[config.mk]
export PLATFORM = sky130hd
export DESIGN_NAME = kwsr_top
export DESIGN_NICKNAME = d
export VERILOG_FILES = /design/src/verilog/kwu_key_match.v /design/src/verilog/kwu_top.v
export VERILOG_INCLUDE_DIRS = /design/src /design/src/verilog
export SDC_FILE = /design/constraint.sdc
export NUM_CORES = 1
export LEC_CHECK = 0
export BUFFER_PORTS_ARGS = -buffer_cell sky130_fd_sc_hd__buf_2
export CAP_MARGIN = 0
export CORE_UTILIZATION = 45
export CTS_BUF_LIST = sky130_fd_sc_hd__clkbuf_8
export DETAILED_ROUTE_END_ITERATION = 10
export PLACE_DENSITY = 0.72
export SLEW_MARGIN = 20
export SYNTH_ARGS = -nofsm -noshare
export SYNTH_HDL_FRONTEND = slang
export SYNTH_SLANG_ARGS = --single-unit
[constraint.sdc]
create_clock -name CLOCK_I -period 5.35 [get_ports CLOCK_I]
set_input_delay 0.8025 -clock CLOCK_I [delete_from_list [all_inputs] [get_ports CLOCK_I]]
set_output_delay 0.8025 -clock CLOCK_I [all_outputs]
set_load 0.02 [all_outputs]
[src/verilog/kwu_defs.vh]
// Purpose: constants for the key wakeup unit
// Assumes: 32-bit AHB-Lite register access, 20 MHz clock
// Notes: register indices and field positions follow
`ifndef KWSR_DEFS_VH
`define KWSR_DEFS_VH
// Register word indices; byte address is four times the index
`define KWSR_IDX_CTRL_LOW 12'hfc4
`define KWSR_IDX_CTRL_HIGH 12'hfc5
`define KWSR_IDX_STOP_CTRL 12'hfc6
`define KWSR_IDX_STATUS 12'hfc7
// Reset value of both key control registers
`define KWSR_CTRL_RESET 8'h00
// Stop control fields
`define KWSR_STOP_REQ_BIT 0
`define KWSR_LEVEL_MODE_BIT 1
// Warm-up length after release, a plain default
`define KWSR_WARMUP_CYCLES 16'h0010
`endif

[src/verilog/kwu_key_match.v]
// Purpose: one key input release-level match
// Assumes: input already synchronised
// Notes: instanced once per key
`timescale 1ns/1ps
`default_nettype none
module kwsr_key_match (
   // Key state and its control pair
   input wire key_i,
   input wire enable_i,
   input wire level_i,
   // Match result
   output wire match_o
);
   // Enabled key whose level equals the chosen release level
   assign match_o = enable_i & ~(key_i ^ level_i);
endmodule
`default_nettype wire

[src/verilog/kwu_top.v]
// Purpose: key wakeup unit with STOP entry/release sequencing
// Assumes: AHB-Lite slave, zero wait states, single clock CLOCK_I
// Notes: STOP request and status live in added registers
//
// Our own choice: the AHB-Lite register port.
`timescale 1ns/1ps
`default_nettype none
`include "kwu_defs.vh"
module kwsr_top (
   // Clock and reset
   input wire CLOCK_I,
   input wire RST_N_I,
   // AHB-Lite slave
   input wire HSEL_I,
   input wire [31:0] HADDR_I,
   input wire [1:0] HTRANS_I,
   input wire HWRITE_I,
   input wire [2:0] HSIZE_I,
   input wire [31:0] HWDATA_I,
   input wire HREADY_I,
   output reg [31:0] HRDATA_O,
   output reg HREADYOUT_O,
   output reg HRESP_O,
   // Wakeup pins
   input wire STOP_RELEASE_I,
   input wire [7:0] KEY_INPUT_I,
   // Power state
   output reg STOP_MODE_O,
   output reg WAKE_REQ_O
);
   // STOP sequencer states
   localparam ST_RUN = 2'h0;
   localparam ST_STOP = 2'h1;
   localparam ST_WARM = 2'h2;

   // Reset release chain
   reg rst_meta;
   reg rst_sync;
   // Pin synchronisers, stop-release pin in bit 8
   reg [8:0] pin_meta;
   reg [8:0] pin_sync;
   // Software-visible state
   reg [7:0] key_wake_ctrl_low;
   reg [7:0] key_wake_ctrl_high;
   reg level_mode;
   // Sequencer state
   reg [1:0] state;
   reg [15:0] warm_cnt;
   reg skipped;
   // Captured address phase
   reg ph_valid;
   reg ph_write;
   reg [11:0] ph_idx;
   // Combinational helpers
   wire [15:0] ctrl_all;
   wire [7:0] key_match;
   wire wake;
   wire [11:0] a_idx;
   wire wr_stop;

   // Reset release through two flops
   always @(posedge CLOCK_I or negedge RST_N_I) begin
      if (!RST_N_I) begin
         rst_meta <= 1'b0;
         rst_sync <= 1'b0;
      end else begin
         rst_meta <= 1'b1;
         rst_sync <= rst_meta;
      end
   end

   // Pins are asynchronous; only the second stage is read
   always @(posedge CLOCK_I or negedge rst_sync) begin
      if (!rst_sync) begin
         pin_meta <= 9'h000;
         pin_sync <= 9'h000;
      end else begin
         pin_meta <= {STOP_RELEASE_I, KEY_INPUT_I};
         pin_sync <= pin_meta;
      end
   end

   assign ctrl_all = {key_wake_ctrl_high, key_wake_ctrl_low};

   // Per-key matchers, pair k sits at bits 2k (enable) and 2k+1 (level)
   genvar k;
   generate
      for (k = 0; k < 8; k = k + 1) begin : g_key
         kwsr_key_match u_match (
            .key_i(pin_sync[k]),
            .enable_i(ctrl_all[2*k]),
            .level_i(ctrl_all[2*k+1]),
            .match_o(key_match[k])
         );
      end
   endgenerate

   // Stop-release pin has no disable, always a source
   assign wake = pin_sync[8] | (|key_match);

   // Bus address phase capture; word index from byte address
   // Index needs twelve bits, higher address bits alias
   assign a_idx = HADDR_I[13:2];
   always @(posedge CLOCK_I or negedge rst_sync) begin
      if (!rst_sync) begin
         ph_valid <= 1'b0;
         ph_write <= 1'b0;
         ph_idx <= 12'h000;
      end else if (HREADY_I) begin
         ph_valid <= HSEL_I & HTRANS_I[1];
         ph_write <= HWRITE_I;
         ph_idx <= a_idx;
      end
   end

   // Write data phase to the stop control word
   assign wr_stop = ph_valid & ph_write & (ph_idx == `KWSR_IDX_STOP_CTRL);

   // Control register writes
   always @(posedge CLOCK_I or negedge rst_sync) begin
      if (!rst_sync) begin
         key_wake_ctrl_low <= `KWSR_CTRL_RESET;
         key_wake_ctrl_high <= `KWSR_CTRL_RESET;
         level_mode <= 1'b1;
      end else if (ph_valid & ph_write) begin
         if (ph_idx == `KWSR_IDX_CTRL_LOW)
            key_wake_ctrl_low <= HWDATA_I[7:0];
         if (ph_idx == `KWSR_IDX_CTRL_HIGH)
            key_wake_ctrl_high <= HWDATA_I[7:0];
         if (ph_idx == `KWSR_IDX_STOP_CTRL)
            level_mode <= HWDATA_I[`KWSR_LEVEL_MODE_BIT];
      end
   end

   // Read data for the current data phase; zero wait states
   always @(posedge CLOCK_I or negedge rst_sync) begin
      if (!rst_sync) begin
         HRDATA_O <= 32'h00000000;
         HREADYOUT_O <= 1'b1;
         HRESP_O <= 1'b0;
      end else begin
         HREADYOUT_O <= 1'b1;
         HRESP_O <= 1'b0;
         if (HREADY_I & HSEL_I & HTRANS_I[1] & ~HWRITE_I) begin
            case (a_idx)
               `KWSR_IDX_CTRL_LOW: HRDATA_O <= {24'h000000, key_wake_ctrl_low};
               `KWSR_IDX_CTRL_HIGH: HRDATA_O <= {24'h000000, key_wake_ctrl_high};
               `KWSR_IDX_STOP_CTRL: HRDATA_O <= {30'h00000000, level_mode, 1'b0};
               `KWSR_IDX_STATUS: HRDATA_O <= {21'h000000, key_match, skipped,
                                             wake, STOP_MODE_O};
               default: HRDATA_O <= 32'h00000000; // Unmapped reads as zero
            endcase
         end
      end
   end

   // STOP sequencer: run, stop, warm-up
   // Edge release mode is not modelled; software keeps level mode
   always @(posedge CLOCK_I or negedge rst_sync) begin
      if (!rst_sync) begin
         state <= ST_RUN;
         warm_cnt <= 16'h0000;
         skipped <= 1'b0;
         STOP_MODE_O <= 1'b0;
         WAKE_REQ_O <= 1'b0;
      end else begin
         WAKE_REQ_O <= wake;
         case (state)
            ST_RUN: begin
               if (wr_stop & HWDATA_I[`KWSR_STOP_REQ_BIT]) begin
                  if (wake) begin
                     skipped <= 1'b1;
                  end else begin
                     skipped <= 1'b0;
                     state <= ST_STOP;
                     STOP_MODE_O <= 1'b1;
                  end
               end
            end
            ST_STOP: begin
               if (wake) begin
                  state <= ST_WARM;
                  warm_cnt <= `KWSR_WARMUP_CYCLES;
               end
            end
            ST_WARM: begin
               if (warm_cnt == 16'h0001) begin
                  state <= ST_RUN;
                  STOP_MODE_O <= 1'b0;
               end
               warm_cnt <= warm_cnt - 16'h0001;
            end
            default: begin
               state <= ST_RUN;
               STOP_MODE_O <= 1'b0;
            end
         endcase
      end
   end
endmodule
`default_nettype wire

==> results.py, run 1 <==
metrics = {
    "clock_network": {
        "clk_pin_slew_ps": 80,
        "cts_hold_buf": 0,
        "cts_setup_buffers": 0,
        "cts-root-buf": "clkbuf_8",
        "clkSinkCount": 83,
        "worstSkewPairLatency_ps": 350,
        "cts_max_level": 3,
        "cts_tree": "done",
        "ctsResizeCount": 0,
        "cts.path.max_buffers": 2,
        "cts-buffers-inserted": 9,
    },
    "detailed_routing": {
        "routed_wl_um": 6500,
        "post_drt_via_cell_ratio": 5.06,
        "first_pass_iters": 4,
        "drtIter0Drc": 162,
        "wire_per_inst_um": 14.0,
        "drc": 0,
        "vias": 2349,
        "drtAntennaViolNets": 0,
    },
    "worst_setup_path": {
        "cp_slowest_stage_delay_ps": 540,
        "required_ps": 5620,
        "cp_top_family": "simple AND/OR/NAND/NOR gates",
        "crit_chain": "buf_2, nand4b_1, nand2b_1, or2_2, o21ai_0",
        "cp_max_fo": 16,
        "crit_type": "in2reg",
        "worst-r2r-setup-slack_ps": 3200,
        "r2r-end": "key_wake_ctrl_low[0]",
        "reg2reg_from": "ph_idx[4]",
        "end_kind": "flip-flop",
        "path_depth": 5,
        "slowest_stage": "nand4b_1",
        "rr_worst_depth": 4,
        "cp-start-kind": "input pin",
        "arrival_ps": 2560,
        "critPathBufInv": 1,
    },
    "synthesis": {
        "avgSynthCellArea_um2": 12.0,
        "syn_inst": 306,
        "synth_edf_count": 0,
        "syn_area_mm2": 0.00367,
        "yosysMostFrequentCell": "dfrtp_1",
        "synthArstFlopShare_pct": 100,
        "ys_seq_elements": 83,
        "synth_top_cell_area_share_pct": 55.9,
        "synth_ff_type": "dfrtp_1",
        "seq_area_frac_synth_pct": 56.6,
        "synth_top_area_cell": "dfrtp_1",
        "yosys-top-cells-count": "82 x dfrtp_1, 31 x mux2_2, 28 x nand2_1",
        "synth_area_leaders": "dfrtp_1 56%, mux2_2 9.5%, buf_4 4.7%",
        "synth.distinct_cells": 51,
        "ys_warn_count": 0,
    },
    "sta": {
        "setup_violations": 0,
        "finalHoldViolations": 0,
        "fin_ws_ps": 3060,
        "period_needed_ps": 2290,
        "rsz0062_at_grt": "false",
        "fin_skew_ps": 10.9,
        "slew_viol_final": 0,
        "maxSlewHeadroom_pct": 50.3,
        "fmax_ghz": 0.437,
        "tightest_slew_ps": 741,
        "post-route-period-util_pct": 42.8,
        "holdWs_ps": 223,
        "tns_ps": 0,
    },
    "floorplan": {
        "core_mm2": 0.00781,
        "die-area_mm2": 0.00852,
        "die_h_um": 92.3,
        "initial_core_util_pct": 47.0,
        "die_w_um": 92.3,
        "rows": 32,
        "pin_count": 119,
    },
    "power_and_ir_drop": {
        "p_int_uw": 1090,
        "p_clk_share_pct": 32.5,
        "irDropWorstVdd_mv": 0.163,
        "leakage_uw": 0.00190,
        "switching_share_pct": 28.7,
        "combPwrFrac_pct": 15.9,
        "power.density_mw_per_mm2": 368,
        "report.power.total_uw": 1530,
        "seq_power_share_pct": 51.6,
        "p_switching_uw": 440,
    },
    "cells_and_area": {
        "seqCellArea_mm2": 0.00208,
        "diodes": 0,
        "multi_input_comb_area_mm2": 0.00144,
        "syn_to_final_growth_pct": 13.7,
        "drive_gt1_share_pct": 29.8,
        "n_fill_cell": 657,
        "layout.nets": 442,
    },
    "global_route": {
        "grt_pass1_wl_um": 11200,
        "grt_pass1_vias": 2322,
        "grt_start_max_net_pins": 82,
        "antenna_found_initial": 0,
        "grtUsageTotal_pct": 17.4,
        "overflow": 0,
    },
    "job": {
        "max_cap_viol_count": 0,
    },
    "hold_path": {
        "worstHoldPathType": "in2async",
    },
    "placed_design": {
        "portBuffers": 47,
        "place_ws_ps": 2710,
        "gp_congestion": 0.827,
        "place.detailed.hpwl_um": 4700,
    },
    "outcome": {
        "status": "finished, final reports clean",
    },
}
## placed cells by master, fill, tap and decap left out, drive strengths merged, types with 3 or more instances in the layout
cell type | Yosys | final
mux2 | 31 | 31
nor4 | 5 | 5
xor2 | 3 | 3
a221oi | 4 | 4
or4 | 3 | 3
clkbuf | 6 | 10
mux2i | 3 | 3
clkinv | 0 | 3
conb | 2 | 24
a31oi | 7 | 7
nor2 | 19 | 19
nor3 | 5 | 5
dfrtp | 82 | 82
or2 | 3 | 3
buf | 25 | 49
xnor2 | 14 | 14
nand4b | 3 | 3
nand2 | 28 | 28
inv | 6 | 7
nand2b | 3 | 3
o21ai | 15 | 15
nand3 | 5 | 5
o21bai | 4 | 4
## flip-flops by register name (all words and copies together), names as in the netlist, 2 cells and up
register	flops
warm_cnt	16
ph_idx	12
HRDATA_O	11
pin_meta	9
pin_sync	9
key_wake_ctrl_high	8
key_wake_ctrl_low	8
state	2
## worst max-delay path by stage
| stage | start | endpoint | slack (ps) |
|---|---|---|---|
| global placement | HREADY_I | HRDATA_O[10] | 2690 |
| finish | HREADY_I | HRDATA_O[10] | 3060 |
| floorplan | rst_sync | HRDATA_O[0] | 2870 |
| detailed placement | HREADY_I | HRDATA_O[10] | 2710 |
| global route | HREADY_I | HRDATA_O[8] | 2880 |
| CTS | HREADY_I | HRDATA_O[10] | 3070 |
## routing by layer
| metal | wire length (µm) | up-vias | GRT usage (%) |
|---|---|---|---|
| met4 | 96 | 0 | 5.47 |
| met1 | 2990 | 1152 | 23.3 |
| met5 | 0 | - | 0 |
| met2 | 3170 | 57 | 27.3 |
| li1 | - | 1132 | - |
| met3 | 237 | 8 | 4.84 |
## area by class of cell
| class | instances | share of cell area [%] |
|---|---|---|
| flip-flops and latches | 83 | 49.9 |
| multi-input cells | 208 | 34.6 |
| repair buffers | 49 | 6.48 |
| clock buffers | 10 | 3.30 |
| well taps | 102 | 3.06 |
| clock inverters | 6 | 2.16 |
| inverters | 6 | 0.540 |
## kinds of logic after synthesis
| family | Yosys count | share of synthesized area, % |
|---|---|---|
| xor gates and xnor gates | 17 | 4.06 |
| muxes | 34 | 10.3 |
| AOI/OAI and AO/OA | 44 | 7.88 |
| adders and majority gates | 2 | 0.682 |
| buffers and inverters | 37 | 6.34 |
| and+or+nand+nor | 87 | 13.9 |
| other | 2 | 0.205 |
| DFF | 83 | 56.6 |
## power by group through the flow
stage	clock, µW	combinational (µW)	sequential [µW]
2_1_floorplan	0	203	790
3_3_place_gp	0	225	804
3_5_place_dp	0	234	810
4_1_cts	509	236	798
5_1_grt	537	274	807
6_report	499	243	792
## metrics by stage
step	area, µm²	instances	utilization, %
2_1_floorplan	3750	328	-
3_3_place_gp	3920	447	50.2
3_5_place_dp	3920	447	50.2
4_1_cts	4140	463	53.1
5_1_grt	4170	464	53.4
6_report	4170	464	53.4
Note: power is estimated with default switching activity, not from simulation.
==> inputs of run 2 (changes only) <==
ABC_AREA = 1   (was default)
PLACE_DENSITY = 0.74   (was 0.72)
clock period = 1.9 ns   (was 5.35 ns; I/O delays follow)
==> results.py, run 2 <==
metrics = {
    "clock_network": {
        "cts-root-buf": "clkbuf_8",
        "clk_pin_slew_ps": 80,
        "clkSinkCount": 83,
        "cts_tree": "done",
        "cts-buffers-inserted": 9,
        "cts_max_level": 3,
        "cts.path.max_buffers": 2,
        "cts_hold_buf": 1,
        "cts_setup_buffers": 0,
        "ctsResizeCount": 0,
        "worstSkewPairLatency_ps": 350,
    },
    "sta": {
        "tns_ps": 0,
        "fmax_ghz": 0.646,
        "post-route-period-util_pct": 81.5,
        "rsz0062_at_grt": "false",
        "setup_violations": 0,
        "fin_ws_ps": 351,
        "finalHoldViolations": 0,
        "period_needed_ps": 1550,
        "slew_viol_final": 0,
        "holdWs_ps": 39.2,
        "fin_skew_ps": 16.8,
    },
    "detailed_routing": {
        "routed_wl_um": 7700,
        "vias": 3045,
        "drc": 0,
        "post_drt_via_cell_ratio": 4.80,
        "first_pass_iters": 4,
        "drtIter0Drc": 129,
        "drtAntennaViolNets": 0,
        "wire_per_inst_um": 12.1,
    },
    "cells_and_area": {
        "final_cell_mix": "150 x nand2_1, 81 x dfrtp_1, 55 x inv_1, 47 x buf_2",
        "final_cells": 634,
        "drive_gt1_share_pct": 21.3,
        "largest_register": "warm_cnt",
        "largest_reg_flops": 16,
        "reg_top3": "warm_cnt (16), ph_idx (12), HRDATA_O (11)",
        "final_common_cell": "nand2_1",
        "syn_to_final_growth_pct": 11.7,
        "diodes": 0,
        "fin_util_pct": 51.8,
        "layout.nets": 607,
    },
    "synthesis": {
        "synthArstFlopShare_pct": 100,
        "synth_ff_type": "dfrtp_1",
        "avgSynthCellArea_um2": 8.63,
        "synth_area_leaders": "dfrtp_1 51%, nand2_1 14%, inv_1 5.0%",
        "ys_seq_elements": 83,
        "seq_area_frac_synth_pct": 51.5,
        "syn_area_mm2": 0.00404,
        "synth.distinct_cells": 35,
        "synth_top_cell_area_share_pct": 50.8,
        "yosys-top-cells-count": "150 x nand2_1, 82 x dfrtp_1, 54 x inv_1",
        "synth_edf_count": 0,
        "yosysMostFrequentCell": "nand2_1",
        "synth_top_area_cell": "dfrtp_1",
        "syn_inst": 468,
        "ys_warn_count": 0,
    },
    "placed_design": {
        "portBuffers": 47,
        "gp_congestion": 0.868,
        "place.detailed.hpwl_um": 5770,
        "place_inst": 618,
        "place_ws_ps": 371,
    },
    "worst_setup_path": {
        "worst-r2r-setup-slack_ps": 350,
        "rr_worst_depth": 9,
        "arrival_ps": 1780,
        "end_kind": "flip-flop",
        "cp_slowest_stage_delay_ps": 390,
        "reg2reg_from": "warm_cnt[0]",
        "slowest_stage": "dfrtp_1",
        "cp-start-kind": "flip-flop",
        "cp_max_fo": 4,
        "required_ps": 2130,
        "crit_chain": "inv_1, ha_1, nand2_1, nor2_4, nand3b_4, nor2_2, nand3b_1, nand3_1, o21ai_1",
        "r2r-end": "warm_cnt[14]",
        "crit_type": "reg2reg",
    },
    "global_route": {
        "grt_pass1_wl_um": 13800,
        "grtUsageTotal_pct": 18.1,
        "overflow": 0,
        "antenna_found_initial": 0,
        "grt_start_max_net_pins": 36,
        "grt_pass1_vias": 3106,
    },
    "power_and_ir_drop": {
        "irDropWorstVdd_mv": 0.289,
        "power.density_mw_per_mm2": 733,
        "leakage_uw": 0.00249,
    },
    "floorplan": {
        "core_mm2": 0.00872,
        "pin_count": 119,
        "initial_core_util_pct": 46.3,
        "die-area_mm2": 0.00936,
        "rows": 34,
        "die_h_um": 96.7,
        "die_w_um": 96.7,
    },
    "hold_path": {
        "whs_endpoint": "pin_meta[3]",
        "worstHoldPathType": "in2reg",
        "min_from": "KEY_INPUT_I[3]",
        "holdPathStages": 1,
    },
    "job": {
        "max_cap_viol_count": 0,
    },
    "outcome": {
        "status": "finished, final reports clean",
    },
}
-- run 2: cell count changes after synthesis, moves of 6 or more --
cell | before | now
nand2_1 | 28 | 150
o21ai_2 | 0 | 7
inv_1 | 6 | 54
nand3_2 | 0 | 12
nand3_1 | 5 | 21
a31oi_1 | 7 | 0
nor2_2 | 0 | 8
xnor2_1 | 14 | 0
mux2_2 | 31 | 0
nor2_1 | 19 | 25
o21ai_1 | 0 | 25
nor2_4 | 0 | 6
-- run 2: worst max path at each step --
stage / start / to / slack, ps / cells after the start
floorplan: rst_sync / HRDATA_O[0] / 500 / 0
global placement: key_wake_ctrl_high[5] / warm_cnt[5] / 430 / 9
detailed placement: warm_cnt[0] / warm_cnt[14] / 370 / 9
CTS: warm_cnt[0] / warm_cnt[14] / 360 / 9
global route: warm_cnt[0] / warm_cnt[14] / 210 / 9
finish: warm_cnt[0] / warm_cnt[14] / 350 / 9
-- run 2: metal layers --
layer,global-route usage (%),wire length [µm],vias to the layer above
li1,-,-,1519
met5,0,0,-
met2,29.8,3660,88
met3,4.41,336,19
met1,23.0,3540,1419
met4,7.46,167,0
-- run 2: stage by stage --
step / power (µW) / area (µm²)
after floorplan: 2050 / 4120
after global placement: 2090 / 4310
after detailed placement: 2100 / 4310
after CTS: 3350 / 4510
after global routing: 3460 / 4510
final: 3310 / 4510
-- run 2: cell families (layout without fill, tap and decap cells) --
logic type / after synthesis / after routing / share of synthesized area, %
compound gates: 48 / 48 / 6.85
xor+xnor: 2 / 2 / 0.434
fa+ha+maj: 2 / 2 / 0.619
buf+inv: 87 / 123 / 10.7
flops: 83 / 83 / 51.5
other cells: 2 / 24 / 0.186
simple gates: 244 / 244 / 29.7
-- run 2: report_power, final --
group,total (µW),switching [µW],internal (µW)
clock,1250,612,634
combinational,208,144,63.6
sequential,1850,40.3,1810
-- run 2: worst max-delay path, delay by kind of cell, from the launching register on --
family	cells	cell delay (ps)
AND/OR/NAND/NOR	6	680
adder cells (fa/ha/maj)	1	190
buffers and inverters	1	120
flip-flops	1	390
AO/OA/AOI/OAI	1	60
-- run 2: cell type report --
| type | instances | area [µm²] |
|---|---|---|
| inverter | 57 | 214 |
| clock buffer | 10 | 138 |
| clock inverter | 5 | 55.1 |
| multi-input combinational | 320 | 1610 |
| timing repair buffer | 51 | 280 |
| fill | 802 | 4210 |
| sequential | 83 | 2080 |
| tap | 108 | 135 |
